===== src/hdl/drdp_pkg.sv =====
// ==========================================================
// Shared constants for the data RAM / DMA port
package drdp_pkg;

	// ==========================================================
	// Widths
	localparam int unsigned WORD_ADDR_W = 24;
	localparam int unsigned DATA_W = 32;
	localparam int unsigned LANE_W = 8;
	localparam int unsigned BYTE_SEL_W = 2;

	// ==========================================================
	// Transfer direction and size codes
	localparam logic XFER_DIR_READ = 1'h0;
	localparam logic XFER_DIR_WRITE = 1'h1;
	localparam logic [1:0] SIZE_BYTE = 2'h0;
	localparam logic [1:0] SIZE_HALF = 2'h1;
	localparam logic [1:0] SIZE_WORD = 2'h2;
	localparam logic [1:0] SIZE_RSVD = 2'h3;

	// ==========================================================
	// Lane enable patterns
	localparam logic [3:0] WE_NONE = 4'h0;
	localparam logic [3:0] WE_BYTE0 = 4'h1;
	localparam logic [3:0] WE_HALF_LO = 4'h3;
	localparam logic [3:0] WE_HALF_HI = 4'hc;
	localparam logic [3:0] WE_ALL = 4'hf;

	// ==========================================================
	// Reset values
	localparam logic RST_DUAL = 1'h0;
	localparam logic RST_ABSENT = 1'h1;
	localparam logic [31:0] RST_DATA = 32'h0;
	localparam logic [23:0] RST_ADDR = 24'h0;

	// ==========================================================
	// Stall handshake states
	typedef enum logic [1:0] {
		STALL_RUN = 2'b00,
		STALL_DRAIN = 2'b01,
		STALL_HELD = 2'b10
	} drdp_stall_t;

endpackage : drdp_pkg


===== src/hdl/drdp_lane_decode.sv =====
`timescale 1ns/1ps
// ==========================================================
// DMA byte address to word address and lane enables
module drdp_lane_decode #(
	parameter int unsigned WORD_ADDR_W = drdp_pkg::WORD_ADDR_W
) (
	// Transfer request
	input wire logic [WORD_ADDR_W+1:0] byte_addr,
	input wire logic [1:0] size,
	input wire logic write_sel,
	// Decoded access
	output logic [WORD_ADDR_W-1:0] word_addr,
	output logic [3:0] byte_we,
	output logic size_ok
);

	// ==========================================================
	// Lane selection
	function automatic logic [3:0] lanes(input logic [1:0] sz, input logic [1:0] lo);
		logic [3:0] r;
		r = drdp_pkg::WE_NONE;
		unique case (sz)
			drdp_pkg::SIZE_BYTE: r = drdp_pkg::WE_BYTE0 << lo;
			drdp_pkg::SIZE_HALF: r = lo[1] ? drdp_pkg::WE_HALF_HI : drdp_pkg::WE_HALF_LO;
			drdp_pkg::SIZE_WORD: r = drdp_pkg::WE_ALL;
			drdp_pkg::SIZE_RSVD: r = drdp_pkg::WE_NONE;
		endcase
		return r;
	endfunction : lanes

	// Reads always take the whole word, so size only matters for writes
	assign word_addr = byte_addr[WORD_ADDR_W+1:drdp_pkg::BYTE_SEL_W];
	assign byte_we = (write_sel == drdp_pkg::XFER_DIR_WRITE) ?
		lanes(size, byte_addr[1:0]) : drdp_pkg::WE_NONE;
	assign size_ok = (write_sel == drdp_pkg::XFER_DIR_READ) ||
		(size != drdp_pkg::SIZE_RSVD);

endmodule : drdp_lane_decode


===== src/hdl/drdp_port.sv =====
`timescale 1ns/1ps
// ==========================================================
module drdp_port #(
	parameter int unsigned WORD_ADDR_W = drdp_pkg::WORD_ADDR_W,
	parameter int unsigned DATA_W = drdp_pkg::DATA_W
) (
	// Clock and reset
	input wire logic clock,
	input wire logic rstn,
	// Configuration straps
	input wire logic dual_port_ram,
	input wire logic data_mem_absent,
	// Core data access
	input wire logic core_req,
	input wire logic [WORD_ADDR_W-1:0] core_word_addr,
	input wire logic [DATA_W-1:0] core_wr_data,
	input wire logic [DATA_W/8-1:0] core_byte_we,
	output logic core_stall,
	output logic [DATA_W-1:0] core_rd_data,
	output logic core_rd_valid,
	// DMA master
	input wire logic xfer_req_n,
	input wire logic xfer_write_sel,
	input wire logic [1:0] xfer_size,
	input wire logic [WORD_ADDR_W+1:0] xfer_byte_addr,
	input wire logic [DATA_W-1:0] xfer_wr_data,
	input wire logic xfer_port_en,
	input wire logic xfer_stall_req,
	output logic xfer_stall_ack,
	output logic [DATA_W-1:0] xfer_rd_data,
	output logic xfer_rd_valid,
	// Primary data RAM port
	output logic [WORD_ADDR_W-1:0] dram_word_addr,
	output logic dram_chip_en,
	input wire logic [DATA_W-1:0] dram_rd_bus,
	output logic [DATA_W-1:0] dram_wr_bus,
	output logic [DATA_W/8-1:0] dram_byte_we,
	// Second data RAM port, DMA only
	output logic [WORD_ADDR_W-1:0] port2_word_addr,
	output logic port2_chip_en,
	input wire logic [DATA_W-1:0] port2_rd_bus,
	output logic [DATA_W-1:0] port2_wr_bus,
	output logic [DATA_W/8-1:0] port2_byte_we
);

	localparam int unsigned LANES = DATA_W / drdp_pkg::LANE_W;
	localparam logic [LANES-1:0] NO_WE = '0;

	// ==========================================================
	// Strap synchronisers
	// Straps are meant to be static; the two stages only keep
	// metastability out of the decode logic.
	logic dual_meta;
	logic dual_sync;
	logic absent_meta;
	logic absent_sync;

	always_ff @(posedge clock or negedge rstn) begin
		if (!rstn) begin
			dual_meta <= drdp_pkg::RST_DUAL;
			dual_sync <= drdp_pkg::RST_DUAL;
		end else begin
			dual_meta <= dual_port_ram;
			dual_sync <= dual_meta;
		end
	end

	// Absent resets high so nothing reaches the RAM before the strap settles
	always_ff @(posedge clock or negedge rstn) begin
		if (!rstn) begin
			absent_meta <= drdp_pkg::RST_ABSENT;
			absent_sync <= drdp_pkg::RST_ABSENT;
		end else begin
			absent_meta <= data_mem_absent;
			absent_sync <= absent_meta;
		end
	end

	// ==========================================================
	// DMA request decode
	logic [WORD_ADDR_W-1:0] dec_word_addr;
	logic [LANES-1:0] dec_byte_we;
	logic dec_size_ok;

	drdp_lane_decode #(
		.WORD_ADDR_W(WORD_ADDR_W)
	) u_lane_decode (
		.byte_addr(xfer_byte_addr),
		.size(xfer_size),
		.write_sel(xfer_write_sel),
		.word_addr(dec_word_addr),
		.byte_we(dec_byte_we),
		.size_ok(dec_size_ok)
	);

	// ==========================================================
	// Access qualification
	wire decode_on = !absent_sync;
	wire single_mode = !dual_sync;
	// Request is active low and only counts with the port enabled
	wire dma_req = !xfer_req_n && xfer_port_en;
	// Single-port transfers wait until the core is known to be halted
	wire dma_go = dma_req && dec_size_ok && decode_on &&
		(dual_sync || xfer_stall_ack);
	wire dma_is_read = xfer_write_sel == drdp_pkg::XFER_DIR_READ;
	wire core_take = core_req && !core_stall;
	wire core_ram = core_take && decode_on;
	wire core_is_read = core_byte_we == NO_WE;
	wire pri_dma = single_mode && dma_go;
	wire p2_dma = dual_sync && dma_go;
	// Dual-port parts ignore the stall request, so DMA never halts the core
	wire stall_wanted = single_mode && xfer_stall_req;
	wire core_rd_start = core_take && core_is_read;
	wire dma_rd_start = dma_go && dma_is_read;

	// ==========================================================
	// Primary port selection
	// DMA wins the mux; the halt handshake already keeps the core off.
	wire next_dram_chip_en = pri_dma || core_ram;
	wire [WORD_ADDR_W-1:0] next_dram_word_addr =
		pri_dma ? dec_word_addr : core_word_addr;
	wire [DATA_W-1:0] next_dram_wr_bus =
		pri_dma ? xfer_wr_data : core_wr_data;
	wire [LANES-1:0] next_dram_byte_we =
		pri_dma ? dec_byte_we : (core_ram ? core_byte_we : NO_WE);

	always_ff @(posedge clock or negedge rstn) begin
		if (!rstn) begin
			dram_chip_en <= 1'b0;
			dram_word_addr <= drdp_pkg::RST_ADDR;
			dram_wr_bus <= drdp_pkg::RST_DATA;
			dram_byte_we <= NO_WE;
		end else begin
			dram_chip_en <= next_dram_chip_en;
			dram_byte_we <= next_dram_byte_we;
			// Address and data hold between accesses to keep RAM inputs quiet
			if (next_dram_chip_en) begin
				dram_word_addr <= next_dram_word_addr;
				dram_wr_bus <= next_dram_wr_bus;
			end
		end
	end

	// ==========================================================
	// Second port, DMA only
	// Only DMA reaches this port, so it needs no arbitration
	always_ff @(posedge clock or negedge rstn) begin
		if (!rstn) begin
			port2_chip_en <= 1'b0;
			port2_word_addr <= drdp_pkg::RST_ADDR;
			port2_wr_bus <= drdp_pkg::RST_DATA;
			port2_byte_we <= NO_WE;
		end else begin
			port2_chip_en <= p2_dma;
			port2_byte_we <= p2_dma ? dec_byte_we : NO_WE;
			if (p2_dma) begin
				port2_word_addr <= dec_word_addr;
				port2_wr_bus <= xfer_wr_data;
			end
		end
	end

	// ==========================================================
	// Core halt handshake
	// DRAIN gives an accepted core access one cycle to reach the RAM
	// before ready is shown, so the two never meet on a shared port.
	drdp_pkg::drdp_stall_t state;
	drdp_pkg::drdp_stall_t next_state;

	always_comb begin
		next_state = state;
		unique case (state)
			drdp_pkg::STALL_RUN: begin
				if (stall_wanted) begin
					next_state = drdp_pkg::STALL_DRAIN;
				end
			end
			drdp_pkg::STALL_DRAIN: begin
				if (stall_wanted) begin
					next_state = drdp_pkg::STALL_HELD;
				end else begin
					next_state = drdp_pkg::STALL_RUN;
				end
			end
			drdp_pkg::STALL_HELD: begin
				if (!stall_wanted) begin
					next_state = drdp_pkg::STALL_RUN;
				end
			end
			default: next_state = drdp_pkg::STALL_RUN;
		endcase
	end

	// Outputs decoded from the next state so they move together with it
	wire next_core_stall = next_state != drdp_pkg::STALL_RUN;
	wire next_stall_ack = next_state == drdp_pkg::STALL_HELD;

	always_ff @(posedge clock or negedge rstn) begin
		if (!rstn) begin
			state <= drdp_pkg::STALL_RUN;
			core_stall <= 1'b0;
			xfer_stall_ack <= 1'b0;
		end else begin
			state <= next_state;
			core_stall <= next_core_stall;
			xfer_stall_ack <= next_stall_ack;
		end
	end

	// ==========================================================
	// Read return tracking
	// Stage one lines up with the chip enable, stage two with the
	// cycle in which the RAM shows the word.
	logic core_rd_s1;
	logic core_rd_s2;
	logic core_hit_s1;
	logic core_hit_s2;
	logic dma_rd_s1;
	logic dma_rd_s2;
	logic dma_p2_s1;
	logic dma_p2_s2;

	always_ff @(posedge clock or negedge rstn) begin
		if (!rstn) begin
			core_rd_s1 <= 1'b0;
			core_rd_s2 <= 1'b0;
			core_hit_s1 <= 1'b0;
			core_hit_s2 <= 1'b0;
		end else begin
			core_rd_s1 <= core_rd_start;
			core_rd_s2 <= core_rd_s1;
			core_hit_s1 <= core_ram;
			core_hit_s2 <= core_hit_s1;
		end
	end

	// DMA side also tracks which port ran, so the right read bus is taken
	always_ff @(posedge clock or negedge rstn) begin
		if (!rstn) begin
			dma_rd_s1 <= 1'b0;
			dma_rd_s2 <= 1'b0;
			dma_p2_s1 <= 1'b0;
			dma_p2_s2 <= 1'b0;
		end else begin
			dma_rd_s1 <= dma_rd_start;
			dma_rd_s2 <= dma_rd_s1;
			dma_p2_s1 <= p2_dma;
			dma_p2_s2 <= dma_p2_s1;
		end
	end

	// ==========================================================
	// Read data capture
	// Core reads while the RAM is absent still complete, returning zero.
	wire [DATA_W-1:0] core_word = core_hit_s2 ? dram_rd_bus : drdp_pkg::RST_DATA;
	// An idle port shows stale data, so only the port that ran is read
	wire [DATA_W-1:0] dma_word = dma_p2_s2 ? port2_rd_bus : dram_rd_bus;

	always_ff @(posedge clock or negedge rstn) begin
		if (!rstn) begin
			core_rd_data <= drdp_pkg::RST_DATA;
			core_rd_valid <= 1'b0;
		end else begin
			core_rd_valid <= core_rd_s2;
			if (core_rd_s2) begin
				core_rd_data <= core_word;
			end
		end
	end

	// Held until the next DMA read replaces it
	always_ff @(posedge clock or negedge rstn) begin
		if (!rstn) begin
			xfer_rd_data <= drdp_pkg::RST_DATA;
			xfer_rd_valid <= 1'b0;
		end else begin
			xfer_rd_valid <= dma_rd_s2;
			if (dma_rd_s2) begin
				xfer_rd_data <= dma_word;
			end
		end
	end

endmodule : drdp_port


===== config.mk =====
export PLATFORM = sky130hd
export DESIGN_NAME = drdp_port
export DESIGN_NICKNAME = d
export VERILOG_FILES = /design/src/hdl/drdp_pkg.sv /design/src/hdl/drdp_lane_decode.sv /design/src/hdl/drdp_port.sv
export SDC_FILE = /design/constraint.sdc
export NUM_CORES = 1
export LEC_CHECK = 0
export BUFFER_PORTS_ARGS = -buffer_cell sky130_fd_sc_hd__buf_2
export CAP_MARGIN = 10
export CORE_AREA = 2 2 150 152
export CTS_CLUSTER_DIAMETER = 50
export DETAILED_ROUTE_END_ITERATION = 8
export DIE_AREA = 0 0 152 154
export PLACE_DENSITY = 0.69
export SLEW_MARGIN = 10
export SYNTH_ARGS = -nofsm -noshare
export SYNTH_HDL_FRONTEND = slang
export SYNTH_SLANG_ARGS = --single-unit

===== constraint.sdc =====
create_clock -name clock -period 4.4 [get_ports clock]
set_clock_uncertainty 0.1 [all_clocks]
set_input_delay 0.88 -clock clock [delete_from_list [all_inputs] [get_ports clock]]
set_output_delay 0.88 -clock clock [all_outputs]
set_load 0.03 [all_outputs]

==> impl_metrics.py, run 1 <==
metrics = {
    "clock_network": {
        "hold_buffers": 0,
        "htree_levels": 1,
        "cts_sinks": 203,
        "cts_buffers": 27,
        "cts_root_buf": "clkbuf_16",
        "cts_tree": "yes",
        "clockBufferDepth": 3,
        "clkLatencyLatePin_ps": 530,
        "path_clk_slew_ps": 60,
        "ctsResizeCount": 0,
        "cts_setup_buffers": 0,
    },
    "layout": {
        "final_util": 0.536,
        "seq_area_um2": 5090,
        "syn_to_final_growth_pct": 33.7,
        "multi_input_area_um2": 3200,
        "finish.instance_area_um2": 11600,
        "drive_above_1_share": 0.457,
        "nets": 1274,
        "final_cell_count_no_fill": 1387,
        "nFillCells": 1937,
    },
    "floorplan": {
        "pin_count": 383,
        "die_w_um": 152,
        "die_height_um": 154,
        "rows": 54,
        "initial_core_util": 0.401,
        "die_area_um2": 23400,
        "coreArea_um2": 21700,
    },
    "critical_path": {
        "crit_family": "simple AND/OR/NAND/NOR gates",
        "slowest_delay_ps": 690,
        "cp_cell_sequence": "buf_2 > or3b_2 > or3b_4 > buf_4 > mux2_4",
        "critPathMaxFanout": 34,
        "worstPathRequired_ps": 4690,
        "critical_path_class": "in -> reg",
        "startpoint_type": "primary input",
        "crit_path_top_delay_cell": "or3b_4",
        "end_kind": "flop",
        "worst-path-buf-inv": 2,
        "crit_arrival_ps": 3070,
    },
    "synth": {
        "ys_ff_latch": 203,
        "ys_seq_area_frac": 0.585,
        "synth.distinct_cells": 29,
        "syn_nets": 916,
        "synth_edf_count": 0,
        "async_flop_share": 1.00,
        "yosysWarnings": 0,
        "syn-instance-count": 723,
        "synth.cell_area_um2": 8690,
        "syn-mean-instance-area_um2": 12.0,
        "synth_flop_cell": "dfrtp_1",
    },
    "power_and_ir_drop": {
        "irDropWorstVdd_mv": 0.296,
        "combPwrFrac": 0.286,
        "power.density_nw_per_um2": 539,
        "switching_share": 0.356,
        "leakage_nw": 5.71,
        "seqPwrFrac": 0.391,
        "intPower_w": 0.00403,
        "power_frac_clock": 0.323,
        "p_switching_w": 0.00223,
    },
    "detailed_routing": {
        "drc": 0,
        "first_pass_iters": 4,
        "wl_per_cell_um": 18.5,
        "drt-initial-drc-count": 285,
        "vias": 7096,
        "avgViaCountPerCell": 5.12,
        "ant_nets": 0,
        "wirelength_um": 25700,
    },
    "global_route": {
        "antenna_found_initial": 8,
        "grt_pass1_wl_um": 40500,
        "grt_start_max_net_pins": 104,
        "first_global_vias": 7297,
        "grt_overflow": 0,
        "grt.total_usage": 0.213,
    },
    "placed_design": {
        "place_inst": 1332,
        "place.gp.congestion": 0.816,
        "dp_hpwl_um": 18100,
        "preCtsSetupSlack_ps": 1080,
        "io_buffers": 382,
        "dpl_cell_area_um2": 10800,
    },
    "sta": {
        "slew_headroom": 0.223,
        "min_period_over_period": 0.633,
        "timing.final.ws_setup_ps": 1610,
        "setup_violations": 0,
        "max_slew.worst_pin.slew_ps": 1170,
        "fmax_mhz": 359,
        "finalSetupTns_ps": 0,
        "hold_violations": 0,
        "fin_crit_ps": 2790,
        "rsz0062_at_grt": "false",
        "finalMaxSlewViolations": 0,
    },
    "hold_path": {
        "hold_class": "reg -> reg",
    },
    "run": {
        "maxCapViolations": 0,
    },
    "run_status": {
        "status": "complete, no violations",
    },
}
[metal layers]
metal  share of wire  global-route usage  up-vias
li1                -                   -     3297
met4           0.029              0.0663        6
met3           0.082              0.0614       63
met5          0.0013                   0        -
met2            0.48               0.357      339
met1            0.41               0.267     3391
[flip-flops by register name, indices dropped and copies added (netlist names), 4 cells and up]
name and flops:
core_rd_data 32, dram_byte_we 4, port2_word_addr 24, port2_wr_bus 32
dram_word_addr 24, dram_wr_bus 32, xfer_rd_data 32, port2_byte_we 4
[cell usage in the layout (no fill, tap or decap), types with 2 or more instances in the layout]
| cell type | synthesis | layout |
|---|---|---|
| clkinv_2 | 0 | 5 |
| mux2i_1 | 90 | 90 |
| dfstp_2 | 2 | 2 |
| mux2_4 | 55 | 55 |
| o21ai_0 | 34 | 34 |
| nor4_1 | 56 | 56 |
| dfrtp_1 | 201 | 198 |
| nand3_1 | 32 | 32 |
| buf_2 | 2 | 381 |
| a21oi_1 | 91 | 91 |
| clkbuf_16 | 0 | 27 |
| clkbuf_8 | 0 | 4 |
| inv_6 | 0 | 3 |
| dfrtp_2 | 0 | 3 |
| nor3_1 | 5 | 5 |
| nor2_1 | 37 | 37 |
| nand2_1 | 4 | 4 |
| clkbuf_1 | 45 | 7 |
| inv_1 | 34 | 34 |
| diode_2 | 0 | 5 |
| buf_4 | 0 | 9 |
| o311ai_0 | 2 | 2 |
| o31ai_1 | 2 | 2 |
| nand2b_1 | 4 | 3 |
| clkinvlp_4 | 0 | 3 |
[area by class of cell]
cell class | count | share of cell area
flip-flops and latches | 203 | 0.437
multi-input cells | 423 | 0.276
repair buffers | 392 | 0.173
clock buffers | 37 | 0.0639
well taps | 280 | 0.0301
inverters | 34 | 0.0110
clock inverters | 13 | 0.00807
diodes | 5 | 0.00108
[power by group through the flow]
stage / Clock (W) / Sequential [W] / Combinational [W]
2_1_floorplan: 0 / 0.00317 / 0.000449
3_3_place_gp: 0 / 0.00246 / 0.00178
3_5_place_dp: 0 / 0.00246 / 0.00181
4_1_cts: 0.00208 / 0.00245 / 0.00181
5_1_grt: 0.00216 / 0.00249 / 0.00190
6_report: 0.00202 / 0.00245 / 0.00179
[cells by family (layout without fill, tap and decap cells)]
family / count (synthesis) / count (layout) / share of synthesized area
buf+inv: 97 / 476 / 0.0482
flops: 203 / 203 / 0.585
xor+xnor: 1 / 1 / 0.00101
simple gates: 144 / 144 / 0.0877
compound gates: 132 / 132 / 0.0786
mux: 146 / 146 / 0.200
other cells: 0 / 5 / 0
[through the flow]
step,power (W),hold WS (ps)
2_1_floorplan,0.00362,231
3_3_place_gp,0.00425,231
3_5_place_dp,0.00427,235
4_1_cts,0.00633,243
5_1_grt,0.00656,259
6_report,0.00626,241
[synth_stat cells (all sizes together) (2+ instances only)]
cell | n | area share
o311ai | 2 | 0.0020
o21ai | 34 | 0.020
o31ai | 2 | 0.0017
mux2i | 90 | 0.10
or3b | 2 | 0.0020
nand2 | 4 | 0.0017
dfrtp | 201 | 0.58
a21oi | 91 | 0.052
dfstp | 2 | 0.0060
clkbuf | 45 | 0.019
nor4 | 56 | 0.040
nor2 | 37 | 0.016
mux2 | 56 | 0.096
nor3 | 5 | 0.0029
inv | 34 | 0.015
nand3 | 32 | 0.018
nand2b | 4 | 0.0029
buf | 18 | 0.014
[path summary, 6_finish.rpt]
path | startpoint | endpoint | slack [ps] | cells past startpoint
min in group asynchronous | rstn | xfer_rd_data[7] | 340 | 1
setup / recovery | xfer_req_n | port2_word_addr[15] | 1610 | 5
hold / removal | dual_meta | dual_sync | 240 | 0
hold reg to reg | dual_meta | dual_sync | 240 | 0
setup reg to reg | absent_sync | port2_wr_bus[31] | 1710 | 4
max in group asynchronous | rstn | port2_word_addr[15] | 2890 | 2
Power figures use the tool's default switching activity.
==> run 2, diff against run 1 <==
--- a/config.mk
+++ b/config.mk
@@ -7,10 +7,10 @@
 export LEC_CHECK = 0
 export BUFFER_PORTS_ARGS = -buffer_cell sky130_fd_sc_hd__buf_2
 export CAP_MARGIN = 10
-export CORE_AREA = 2 2 150 152
+export CORE_AREA = 2 2 151 153
 export CTS_CLUSTER_DIAMETER = 50
 export DETAILED_ROUTE_END_ITERATION = 8
-export DIE_AREA = 0 0 152 154
+export DIE_AREA = 0 0 153 155
 export PLACE_DENSITY = 0.69
 export SLEW_MARGIN = 10
 export SYNTH_ARGS = -nofsm -noshare
==> constraint.sdc (replaced) <==
create_clock -name clock -period 2.7 [get_ports clock]
set_clock_uncertainty 0.1 [all_clocks]
set_input_delay 0.54 -clock clock [delete_from_list [all_inputs] [get_ports clock]]
set_output_delay 0.54 -clock clock [all_outputs]
set_load 0.03 [all_outputs]
==> impl_metrics.py, run 2 (same netlist as run 1, synthesis figures left out) <==
metrics = {
    "sta": {
        "rsz0062_at_grt": "false",
        "hold_violations": 0,
        "slew_headroom": 0.515,
        "finalMaxSlewViolations": 0,
        "timing.final.ws_setup_ps": 512,
        "min_period_over_period": 0.810,
        "fin_crit_ps": 2190,
        "finalSetupTns_ps": 0,
        "fmax_mhz": 457,
        "max_slew.worst_pin.slew_ps": 727,
        "setup_violations": 0,
    },
    "critical_path": {
        "slowest_delay_ps": 530,
        "crit_path_top_delay_cell": "or3b_2",
        "critPathMaxFanout": 24,
        "startpoint_type": "flop",
        "critical_path_class": "reg -> reg",
        "worstPathRequired_ps": 3000,
        "end_kind": "flop",
        "cp_cell_sequence": "or3b_2 > or3b_4 > buf_4 > mux2_4",
        "crit_arrival_ps": 2490,
    },
    "clock_network": {
        "clkLatencyLatePin_ps": 520,
        "cts_sinks": 203,
        "htree_levels": 1,
        "cts_tree": "yes",
        "clockBufferDepth": 3,
        "path_clk_slew_ps": 50,
        "cts_root_buf": "clkbuf_16",
        "cts_buffers": 28,
    },
    "placed_design": {
        "io_buffers": 382,
        "preCtsSetupSlack_ps": 226,
        "place.gp.congestion": 0.829,
        "dpl_cell_area_um2": 10900,
        "dp_hpwl_um": 17900,
    },
    "power_and_ir_drop": {
        "irDropWorstVdd_mv": 0.482,
        "power.density_nw_per_um2": 897,
        "leakage_nw": 5.82,
        "fin_total_pwr_w": 0.0107,
    },
    "detailed_routing": {
        "avgViaCountPerCell": 5.09,
        "first_pass_iters": 6,
        "ant_nets": 0,
        "vias": 7144,
        "wl_per_cell_um": 18.1,
        "drt-initial-drc-count": 400,
        "wirelength_um": 25500,
        "drc": 0,
    },
    "layout": {
        "layout_commonest_cell": "buf_2",
        "drive_above_1_share": 0.463,
        "finish.instance_area_um2": 11900,
        "nets": 1284,
        "final_util": 0.535,
        "final_cell_mix": "buf_2 (381), dfrtp_1 (198), a21oi_1 (91)",
        "syn_to_final_growth_pct": 36.9,
    },
    "hold_path": {
        "hold_class": "in -> reg",
    },
    "floorplan": {
        "rows": 55,
        "pin_count": 383,
        "die_area_um2": 23700,
        "die_w_um": 153,
        "initial_core_util": 0.391,
        "coreArea_um2": 22200,
        "die_height_um": 155,
    },
    "global_route": {
        "grt_overflow": 0,
        "grt.total_usage": 0.209,
        "grt_pass1_wl_um": 40000,
        "antenna_found_initial": 6,
        "grt_start_max_net_pins": 84,
        "first_global_vias": 7356,
    },
    "run": {
        "maxCapViolations": 0,
    },
    "run_status": {
        "status": "complete, no violations",
    },
}
run 2: changes by cell type in the layout (fill, tap and decap cells not counted):
cell           before  now
buf_12              1    5
buf_4               9   11
bufinv_16           0    3
clkbuf_1            7    4
clkbuf_16          27   29
clkbuf_8            4    5
clkinv_2            5    2
clkinv_4            1    3
clkinvlp_4          3    6
dlygate4sd3_1       0    3
inv_6               3    0
run 2: path summary, 6_finish.rpt:
| kind | start | end | slack [ps] | cells after the start |
|---|---|---|---|---|
| max in group asynchronous | rstn | port2_wr_bus[20] | 1190 | 3 |
| setup / recovery | absent_sync | port2_wr_bus[29] | 510 | 4 |
| hold / removal | core_byte_we[1] | core_rd_s1 | 100 | 2 |
| setup reg to reg | absent_sync | port2_wr_bus[29] | 510 | 4 |
| hold reg to reg | core_hit_s1 | core_hit_s2 | 240 | 0 |
| min in group asynchronous | rstn | xfer_rd_data[30] | 490 | 2 |
run 2: final cells by class:
type                    instances  area (um^2)
flip-flops and latches        203         5090
repair buffers                401         2130
inverters                      34          128
clock inverters                15          183
clock buffers                  37          796
multi-input cells             423         3200
fillers                      1976        10300
diodes                          5         12.5
well taps                     285          357
run 2: per-stage QoR:
step | cells | hold WS (ps)
2_1_floorplan | 723 | 144
3_3_place_gp | 1343 | 232
3_5_place_dp | 1343 | 238
4_1_cts | 1397 | 0.00178
5_1_grt | 1402 | 104
6_report | 1403 | 103
run 2: metal layers:
| metal | part of all wire | wire length (um) | vias up | global-route usage |
|---|---|---|---|---|
| met5 | 0.00051 | 13 | - | 0 |
| met4 | 0.022 | 571 | 2 | 0.0538 |
| met3 | 0.084 | 2140 | 49 | 0.0621 |
| met2 | 0.49 | 12400 | 325 | 0.360 |
| met1 | 0.41 | 10400 | 3455 | 0.258 |
| li1 | - | - | 3313 | - |
run 2: worst max-delay path, delay by kind of cell (launching register included):
kind	cells	cell delay, ps
AND/OR/NAND/NOR	2	960
buffers and inverters	1	270
multiplexers	1	340
flip-flops	1	380
run 2: report_power, final:
| part | switching (W) | internal, W | total (W) |
|---|---|---|---|
| combinational | 0.00193 | 0.00100 | 0.00293 |
| sequential | 0.000338 | 0.00364 | 0.00397 |
| clock | 0.00139 | 0.00237 | 0.00376 |
run 2: what timing repair did:
| item | in CTS | in global routing |
|---|---|---|
| setup buffers | 0 | 0 |
| gates resized for setup | 0 | 0 |
| hold endpoints to repair | 54 | 1 |
| hold buffers | 2 | 1 |
